## config.mk

```make
export PLATFORM = sky130hd
export DESIGN_NAME = prob_surface_writer
export DESIGN_NICKNAME = d
export VERILOG_FILES = /design/src/common/prob_stream_pkg.sv /design/src/hw/prob_surface_writer.sv
export VERILOG_INCLUDE_DIRS = /design/src /design/src/common
export SDC_FILE = /design/constraint.sdc
export NUM_CORES = 1
export LEC_CHECK = 0
export BUFFER_PORTS_ARGS = -buffer_cell sky130_fd_sc_hd__buf_2
export CAP_MARGIN = 20
export CORE_AREA = 2 2 239 241
export CTS_CLUSTER_SIZE = 20
export DETAILED_ROUTE_END_ITERATION = 8
export DIE_AREA = 0 0 241 243
export PLACE_DENSITY = 0.72
export SLEW_MARGIN = 20
export SYNTH_ARGS = -nofsm -noshare
export SYNTH_HDL_FRONTEND = slang
export SYNTH_SLANG_ARGS = --single-unit
export TNS_END_PERCENT = 20
```

## constraint.sdc

```tcl
create_clock -name clock -period 5.23 [get_ports clock]
set_input_delay 0.7845 -clock clock [delete_from_list [all_inputs] [get_ports clock]]
set_output_delay 0.7845 -clock clock [all_outputs]
set_load 0.02 [all_outputs]
```

## src/common/prob_stream_defines.svh

```systemverilog
// Offsets, sizes and default values for the probability table tail and difference surface
`ifndef PROB_STREAM_DEFINES_SVH
`define PROB_STREAM_DEFINES_SVH

// Cacheline geometry
`define LINE_BYTES 64
`define LINE_BITS 512

// Probability table tail, byte offsets
`define TBL_FIRST_BYTE 12'd1728
`define TBL_LAST_BYTE 12'd2047
`define YMODE2_OFS 12'd1738
`define YMODE3_OFS 12'd1747
`define YMODE_SET_BYTES 12'd9
`define PART_OFS 12'd1756
`define PART_CTX_BYTES 12'd3
`define PART_LAST_OFS 12'd1801
`define PART_TOTAL_BYTES 12'd48
`define MV0_SIGN_OFS 12'd1807
`define MV0_CLASS_OFS 12'd1808
`define MV_CLASS_BYTES 12'd10
`define MV1_SIGN_OFS 12'd1829
`define MV1_CLASS_OFS 12'd1830
`define MV1_CLASS0_OFS 12'd1840
`define MV1_BITS_OFS 12'd1841
`define MV_BITS_BYTES 12'd10
`define CLASS0_FP_OFS 12'd1851
`define MV_FP0_OFS 12'd1863
`define MV_FP1_OFS 12'd1866
`define CLASS0_HP_OFS 12'd1869
`define MV_HP_OFS 12'd1871
`define HP_BYTES 12'd2
`define PAD_OFS 12'd1873
`define PAD_BYTES 12'd47
`define UV_OFS 12'd1920
`define UV_LAST_OFS 12'd2001
`define UV_SET_BYTES 12'd9
`define SEG_OFS 12'd2010
`define SEG_BYTES 12'd7

// Difference surface
`define DIFF_ENTRIES 12'd1805
`define DIFF_LINES 12'd29
`define DIFF_LAST_BYTE 12'd1855

// Default values
`define SIGN_INTER_DEFAULT 8'h80
`define CLASS0_INTER_DEFAULT 8'hd0
`define SEG_DEFAULT 8'hff
`define YMODE_INTER_DEFAULTS {8'd173, 8'd80, 8'd19, 8'd176, 8'd240, 8'd193, 8'd64, 8'd35, \
	8'd46, 8'd221, 8'd135, 8'd38, 8'd194, 8'd248, 8'd121, 8'd96, 8'd85, 8'd29}
`define PART_KF_DEFAULTS {8'd158, 8'd97, 8'd94, 8'd93, 8'd24, 8'd99, 8'd85, 8'd119, 8'd44, \
	8'd62, 8'd59, 8'd67, 8'd149, 8'd53, 8'd53, 8'd94, 8'd20, 8'd48, 8'd83, 8'd53, 8'd24, \
	8'd52, 8'd18, 8'd18, 8'd150, 8'd40, 8'd39, 8'd78, 8'd12, 8'd26, 8'd67, 8'd33, 8'd11, \
	8'd24, 8'd7, 8'd5, 8'd174, 8'd35, 8'd49, 8'd68, 8'd11, 8'd27, 8'd57, 8'd15, 8'd9, \
	8'd12, 8'd3, 8'd3}
`define PART_INTER_DEFAULTS {8'd199, 8'd122, 8'd141, 8'd147, 8'd63, 8'd159, 8'd148, 8'd133, \
	8'd118, 8'd121, 8'd104, 8'd114, 8'd174, 8'd73, 8'd87, 8'd92, 8'd41, 8'd83, 8'd82, 8'd99, \
	8'd50, 8'd53, 8'd39, 8'd39, 8'd177, 8'd58, 8'd59, 8'd68, 8'd26, 8'd63, 8'd52, 8'd79, \
	8'd25, 8'd17, 8'd14, 8'd12, 8'd222, 8'd34, 8'd30, 8'd72, 8'd16, 8'd44, 8'd58, 8'd32, \
	8'd12, 8'd10, 8'd7, 8'd6}

`endif

```

## src/common/prob_stream_pkg.sv

```systemverilog
// Types shared by the probability surface writer and its bench
package prob_stream_pkg;

	// Kind of a byte position within a surface
	typedef enum logic [1:0] {
		BYTE_SKIP,
		BYTE_PAD,
		BYTE_DATA
	} byte_kind_type;

	// Writer sequencing
	typedef enum logic [2:0] {
		ST_IDLE,
		ST_FILL,
		ST_WRITE,
		ST_DONE
	} state_type;

	// One cacheline write toward memory; surface 0 is the table, 1 the difference surface
	typedef struct packed {
		logic surface;
		logic [4:0] line;
		logic [511:0] data;
		logic [63:0] strobe;
	} cl_write_type;

endpackage

```

## src/hw/prob_surface_writer.sv

```systemverilog
// Builds the probability table tail and the difference surface as cacheline writes
//
// Summary of operation
// - Luma mode sets two and three sit as nine bytes at 1738 and 1747.
// - Sixteen three-byte partition contexts packed from 1756 to 1801.
// - Separate keyframe and inter partition defaults; context zero keyframe is 158,97,94.
// - First component sign byte at 1807, inter default 128; ten class bytes at 1808.
// - Second component sign 1829, classes 1830, class-zero 1840, bits 1841.
// - Class-zero fractional groups at 1851..1862; fractional bytes at 1863 and 1866.
// - Class-zero high precision two bytes at 1869, general two bytes at 1871.
// - Forty-seven zero bytes from 1873 pad up to the cacheline boundary.
// - Ten nine-byte chroma mode sets from aligned 1920 through 2001.
// - Seven segment tree bytes at 2010, default 255 each.
// - Keyframe luma mode sets are written all zero.
// - Difference surface holds 1805 eight-bit entries.
// - All 1805 entries are written, filling 29 cachelines of 512 bits.
// - Entries packed gap-free in syntax order, n-th byte is n-th difference.
`timescale 1ns/1ps
`include "prob_stream_defines.svh"

module prob_surface_writer
	import prob_stream_pkg::*;
(
	// Clock and reset
	input wire logic clock,
	input wire logic rst_n,
	// Command
	input wire logic start,
	input wire logic keyframe,
	input wire logic use_defaults,
	output logic busy,
	output logic done,
	// Probability value stream, one byte per data position of the table in ascending order; pad and skipped positions take none
	input wire logic prob_valid,
	output logic prob_ready,
	input wire logic [7:0] prob_byte,
	// Difference stream, one byte per syntax position in order
	input wire logic diff_valid,
	output logic diff_ready,
	input wire logic [7:0] diff_byte,
	// Cacheline write port
	output logic wr_valid,
	input wire logic wr_ready,
	output cl_write_type wr
);

	state_type state_q;
	logic surface_q;
	logic kf_q;
	logic def_q;
	logic [11:0] ptr_q;
	byte_kind_type kind;
	logic take;
	logic [7:0] value;
	logic line_end;

	// True when offset o lies in [base, base+len)
	function automatic logic in_range(input logic [11:0] o, input logic [11:0] base,
		input logic [11:0] len);
		in_range = (o >= base) && (o < base + len);
	endfunction

	// Classify a table offset: described fields take data, the pad takes zero
	function automatic byte_kind_type table_kind(input logic [11:0] o);
		if (in_range(o, `PAD_OFS, `PAD_BYTES)) begin
			table_kind = BYTE_PAD;
		end else if (in_range(o, `YMODE2_OFS, `PART_OFS + `PART_TOTAL_BYTES - `YMODE2_OFS)) begin
			table_kind = BYTE_DATA;
		end else if (in_range(o, `MV0_SIGN_OFS, 12'd1) || in_range(o, `MV0_CLASS_OFS,
			`MV_CLASS_BYTES)) begin
			table_kind = BYTE_DATA;
		end else if (in_range(o, `MV1_SIGN_OFS, `MV1_BITS_OFS + `MV_BITS_BYTES - `MV1_SIGN_OFS)) begin
			table_kind = BYTE_DATA;
		end else if (in_range(o, `CLASS0_FP_OFS, `MV_HP_OFS + `HP_BYTES - `CLASS0_FP_OFS)) begin
			table_kind = BYTE_DATA;
		end else if (in_range(o, `UV_OFS, `SEG_OFS + `SEG_BYTES - `UV_OFS)) begin
			table_kind = BYTE_DATA;
		end else begin
			table_kind = BYTE_SKIP;
		end
	endfunction

	// Value placed at a table offset, with defaults substituted where known
	function automatic logic [7:0] table_value(input logic [11:0] o, input logic kf,
		input logic dflt, input logic [7:0] in);
		logic [143:0] ymode;
		logic [383:0] part_kf;
		logic [383:0] part_inter;
		logic [11:0] idx;
		ymode = `YMODE_INTER_DEFAULTS;
		part_kf = `PART_KF_DEFAULTS;
		part_inter = `PART_INTER_DEFAULTS;
		idx = 12'd0;
		table_value = in;
		if (in_range(o, `YMODE2_OFS, `YMODE_SET_BYTES + `YMODE_SET_BYTES)) begin
			idx = o - `YMODE2_OFS;
			if (kf) begin
				table_value = 8'h00;
			end else if (dflt) begin
				table_value = ymode[(12'd17 - idx) * 8 +: 8];
			end
		end else if (dflt && in_range(o, `PART_OFS, `PART_TOTAL_BYTES)) begin
			idx = o - `PART_OFS;
			if (kf) begin
				table_value = part_kf[(12'd47 - idx) * 8 +: 8];
			end else begin
				table_value = part_inter[(12'd47 - idx) * 8 +: 8];
			end
		end else if (dflt && (o == `MV0_SIGN_OFS || o == `MV1_SIGN_OFS)) begin
			table_value = kf ? 8'h00 : `SIGN_INTER_DEFAULT;
		end else if (dflt && o == `MV1_CLASS0_OFS) begin
			table_value = kf ? 8'h00 : `CLASS0_INTER_DEFAULT;
		end else if (dflt && in_range(o, `SEG_OFS, `SEG_BYTES)) begin
			table_value = `SEG_DEFAULT;
		end
	endfunction

	// Kind of the current position; difference bytes beyond the last entry pad the line
	always_comb begin
		if (surface_q) begin
			kind = (ptr_q < `DIFF_ENTRIES) ? BYTE_DATA : BYTE_PAD;
		end else begin
			kind = table_kind(ptr_q);
		end
	end

	// Handshake toward both sources
	assign prob_ready = (state_q == ST_FILL) && !surface_q && (kind == BYTE_DATA);
	assign diff_ready = (state_q == ST_FILL) && surface_q && (kind == BYTE_DATA);
	assign take = (state_q == ST_FILL) && ((kind != BYTE_DATA) || (surface_q ? diff_valid :
		prob_valid));
	assign line_end = (ptr_q[5:0] == 6'h3f);
	assign busy = (state_q == ST_FILL) || (state_q == ST_WRITE);

	// Byte to store at the current position
	always_comb begin
		if (kind == BYTE_PAD) begin
			value = 8'h00;
		end else if (surface_q) begin
			value = diff_byte;
		end else begin
			value = table_value(ptr_q, kf_q, def_q, prob_byte);
		end
	end

	// Sequencing and byte pointer
	always_ff @(posedge clock) begin
		if (!rst_n) begin
			state_q <= ST_IDLE;
			surface_q <= 1'b0;
			ptr_q <= 12'h000;
		end else begin
			case (state_q)
				ST_IDLE, ST_DONE: begin
					if (start) begin
						state_q <= ST_FILL;
						surface_q <= 1'b0;
						ptr_q <= `TBL_FIRST_BYTE;
					end else begin
						state_q <= ST_IDLE;
					end
				end
				ST_FILL: begin
					if (take) begin
						if (line_end) begin
							state_q <= ST_WRITE;
						end else begin
							ptr_q <= ptr_q + 12'd1;
						end
					end
				end
				ST_WRITE: begin
					if (wr_ready) begin
						if (!surface_q && ptr_q == `TBL_LAST_BYTE) begin
							state_q <= ST_FILL;
							surface_q <= 1'b1;
							ptr_q <= 12'h000;
						end else if (surface_q && ptr_q == `DIFF_LAST_BYTE) begin
							state_q <= ST_DONE;
						end else begin
							state_q <= ST_FILL;
							ptr_q <= ptr_q + 12'd1;
						end
					end
				end
				default: begin
					state_q <= ST_IDLE;
				end
			endcase
		end
	end

	// Frame options latched at start
	always_ff @(posedge clock) begin
		if (!rst_n) begin
			kf_q <= 1'b0;
			def_q <= 1'b0;
		end else if ((state_q == ST_IDLE || state_q == ST_DONE) && start) begin
			kf_q <= keyframe;
			def_q <= use_defaults;
		end
	end

	// Cacheline assembly, lowest offset in the lowest byte lane
	always_ff @(posedge clock) begin
		if (!rst_n) begin
			wr <= '0;
		end else if ((state_q == ST_IDLE || state_q == ST_DONE) && start) begin
			wr <= '0;
		end else if (state_q == ST_FILL && take) begin
			wr.surface <= surface_q;
			wr.line <= ptr_q[10:6];
			if (kind != BYTE_SKIP) begin
				wr.data[ptr_q[5:0] * 8 +: 8] <= value;
				wr.strobe[ptr_q[5:0]] <= 1'b1;
			end
		end else if (state_q == ST_WRITE && wr_ready) begin
			wr.data <= '0;
			wr.strobe <= '0;
		end
	end

	// Write request and completion pulse
	always_ff @(posedge clock) begin
		if (!rst_n) begin
			wr_valid <= 1'b0;
			done <= 1'b0;
		end else begin
			wr_valid <= (state_q == ST_FILL && take && line_end) ||
				(state_q == ST_WRITE && !wr_ready);
			done <= (state_q == ST_WRITE) && wr_ready && surface_q && (ptr_q == `DIFF_LAST_BYTE);
		end
	end

endmodule

```

==> impl_metrics.csv <==
group,metric,value,unit
critical_path,critPathCaptureType,"flop",
clocking,cts_tree,"built",
synth,yosys_warnings,0,
critical_path,cp_max_fo,129,
drt,drt_iter0_markers,3075,
drt,dr.pass1.iters,6,
timing,fin_crit_sh,84.3,%
hold_path,hold_class,"input port to flop",
drt,drc_errors,0,
grt,grt_pass1_vias,24400,
drt,num_vias,27100,
timing,finalCriticalPeriod,4.41,ns
floorplanning,ios,611,
outcome,status,"complete, no violations",
synth,ys.flop_type,"dfxtp_1",
power_and_ir_drop,clockPowerShare,39.7,%
timing,whs,0.439,ns
power_and_ir_drop,p_comb_share,20.2,%
power_and_ir_drop,switching_power,3.91,mW
layout,syn_to_final_growth,24.0,%
power_and_ir_drop,switching_share,33.7,%
place,gp_congestion,0.993,
synth,synth_cell_types,103,
timing,worstMarginPinSlew,1.19,ns
layout,seq_area,12000,µm²
critical_path,worstSetupStartpoint,"ptr_q[4]",
place,place_area,29000,µm²
drt,postRouteAntennaNets,0,
power_and_ir_drop,p_total,11.6,mW
power_and_ir_drop,seq_power_share,40.0,%
layout,fillers,5231,
clocking,cts_htree_levels,2,
layout,drive_gt1_share,25.2,%
critical_path,ff2ff_path_depth,11,
power_and_ir_drop,p_per_area,372,nW/µm²
synth,syn_avg_cell_area,8.56,µm²
grt,grt_pass1_wl,166000,µm
critical_path,crit_arrival,4.95,ns
floorplanning,die_h,243,µm
hold_path,hp-start,"use_defaults",
critical_path,reg2reg_slack,0.82,ns
clocking,postCtsSetupBuffers,0,
layout,nNetsFinal,3528,
layout,multi_input_area,12100,µm²
power_and_ir_drop,intPower,7.69,mW
synth,synth_edf_count,0,
synth,async_flop_share,0,%
timing,finalHoldViolCount,0,
power_and_ir_drop,leakagePower,12.8,nW
hold_path,hold_depth,3,
layout,design_area,31200,µm²
clocking,clockBufferDepth,3,
floorplanning,rows,87,
synth,synth_area,25100,µm²
drt,viasPerCell,6.31,
timing,slew_headroom,20.3,%
place,io_buffers,610,
critical_path,reg2reg_to,"wr[372]",
timing,fmax,0.227,GHz
timing,setup_viol_count_final,0,
critical_path,rr_startpoint,"ptr_q[4]",
power_and_ir_drop,vdd_drop_max,0.306,mV
timing,slew_violations,0,
critical_path,required,5.78,ns
critical_path,criticalPathCategory,"flop to flop",
clocking,cts_root_buffer,"clkbuf_16",
floorplanning,core,56000,µm²
critical_path,start_kind,"flop",
timing,tns,0,ns
grt,groute.usage.overall,37.7,%
clocking,ctsHoldBuffers,0,
synth,seq_area_frac_synth,47.9,%
synth,synthCells,2936,
drt,wirelength,116000,µm
clocking,cts_sinks,601,
grt,overflow,0,
clocking,insertion_delay,0.64,ns
timing,finalClockSkew,0.0245,ns
floorplanning,initial_utilization,44.9,%
synth,syn_nets,2980,
drt,routedWlPerCell,27.0,µm
hold_path,min_to,"def_q",
floorplanning,die_w,241,µm
clocking,numCtsBuffers,61,
clocking,cts.clk_slew.worst_paths,0.07,ns
floorplanning,dieArea,58600,µm²
synth,synth_seq_cells,601,
clocking,cts_resized,0,
grt,grt_max_degree,130,
layout,final_common_cell,"buf_2",
grt,antenna_found_initial,5,
job,cap_violations,0,
place,dp_hpwl,83700,µm
timing,rsz0062_at_grt,"false",
layout,final_cell_mix,"buf_2 (610), dfxtp_1 (601), o21ai_0 (575)",
## cells in the mapped netlist, types with 5 or more instances
| cell type | instances | area (µm²) |
|---|---|---|
| o21ai_1 | 40 | 200 |
| nor4_1 | 13 | 81.3 |
| clkbuf_1 | 128 | 480 |
| o311ai_0 | 10 | 87.6 |
| or2_2 | 7 | 43.8 |
| buf_2 | 51 | 255 |
| buf_1 | 11 | 41.3 |
| nand2_1 | 333 | 1250 |
| nand4_1 | 43 | 269 |
| nor2_1 | 169 | 634 |
| o31ai_1 | 221 | 1660 |
| nand2b_1 | 23 | 144 |
| nor2b_1 | 16 | 100 |
| o32a_1 | 6 | 60.1 |
| o2bb2ai_1 | 29 | 254 |
| o211ai_1 | 20 | 150 |
| nor3_1 | 38 | 190 |
| and3_1 | 14 | 87.6 |
| o41ai_1 | 25 | 219 |
| buf_4 | 17 | 128 |
| clkbuf_2 | 14 | 70.1 |
| nand3_1 | 72 | 360 |
| a211oi_1 | 9 | 67.6 |
| dfxtp_1 | 601 | 12000 |
| a21o_1 | 11 | 82.6 |
| xnor2_1 | 15 | 131 |
| a21oi_2 | 5 | 43.8 |
| o221ai_1 | 7 | 61.3 |
| a31oi_2 | 6 | 75.1 |
| a211o_1 | 8 | 70.1 |
| a22o_1 | 6 | 52.6 |
| inv_1 | 18 | 67.6 |
| a31oi_1 | 15 | 93.8 |
| mux2i_1 | 7 | 70.1 |
| o211ai_2 | 10 | 125 |
| and2_1 | 14 | 87.6 |
| and4_1 | 8 | 70.1 |
| a221oi_1 | 5 | 43.8 |
| a21oi_1 | 157 | 786 |
| or3_1 | 10 | 62.6 |
| o21a_1 | 6 | 45.0 |
| o21ai_0 | 575 | 2880 |
| nor3_2 | 7 | 70.1 |
| ha_1 | 20 | 250 |
## worst max path at each step
stage | to | cells past startpoint
4_1_cts | wr[362] | 9
6_report | wr[372] | 11
2_1_floorplan | wr[104] | 16
3_5_place_dp | wr[362] | 9
3_3_place_gp | wr[362] | 9
5_1_grt | wr[530] | 12
## area by class of cell
type,instances,area share (%)
diodes,1,0.00803
clock buffers,87,5.82
clock inverters,28,1.03
inverters,22,0.265
multi-input cells,2090,38.9
flip-flops and latches,601,38.6
well taps,756,3.04
repair buffers,708,12.4
## logic make-up after synthesis
family / after synthesis / share of synthesized area, %
muxes: 7 / 0.279
AOI/OAI and AO/OA: 1239 / 30.7
xor gates and xnor gates: 20 / 0.787
DFF: 601 / 47.9
buffers and inverters: 245 / 4.30
adders and majority gates: 21 / 1.04
and+or+nand+nor: 803 / 15.0
## worst max-delay path: stages (launching register included)
cell and delay (ns):
dfxtp_1 1.02, buf_4 0.30, inv_1 0.15, a31oi_1 0.34, nor2_1 0.14, a311oi_2 0.56
nand4_1 0.16, buf_4 0.26, nand2_8 0.57, buf_4 0.41, o21ai_0 0.18, o31ai_1 0.13
## power by group through the flow
stage / registers (mW) / clock network, mW / logic [mW]
2_1_floorplan: 4.73 / 0 / 1.37
3_3_place_gp: 4.74 / 0 / 2.23
3_5_place_dp: 4.74 / 0 / 2.23
4_1_cts: 4.64 / 4.62 / 2.23
5_1_grt: 4.64 / 4.82 / 2.43
6_report: 4.64 / 4.61 / 2.34
## flip-flops by register name (all words and copies together) (netlist names)
register,count
wr_valid,1
ptr_q,12
kf_q,1
wr,582
def_q,1
surface_q,1
done,1
state_q,2
## routing by layer
layer	GRT usage, %	wire length [µm]
met5	0	46
met2	59.4	51600
met1	45.3	42000
met3	11.0	13800
met4	22.7	8620
## through the flow
stage          util [%]  worst slack [ns]  instances
2_1_floorplan         -              1.45       2936
6_report           55.7             0.824       4293
3_3_place_gp       51.8              1.07       4177
4_1_cts            55.7              1.01       4292
5_1_grt            55.7             0.622       4292
3_5_place_dp       51.9              1.05       4177
Power figures use the tool's default switching activity.
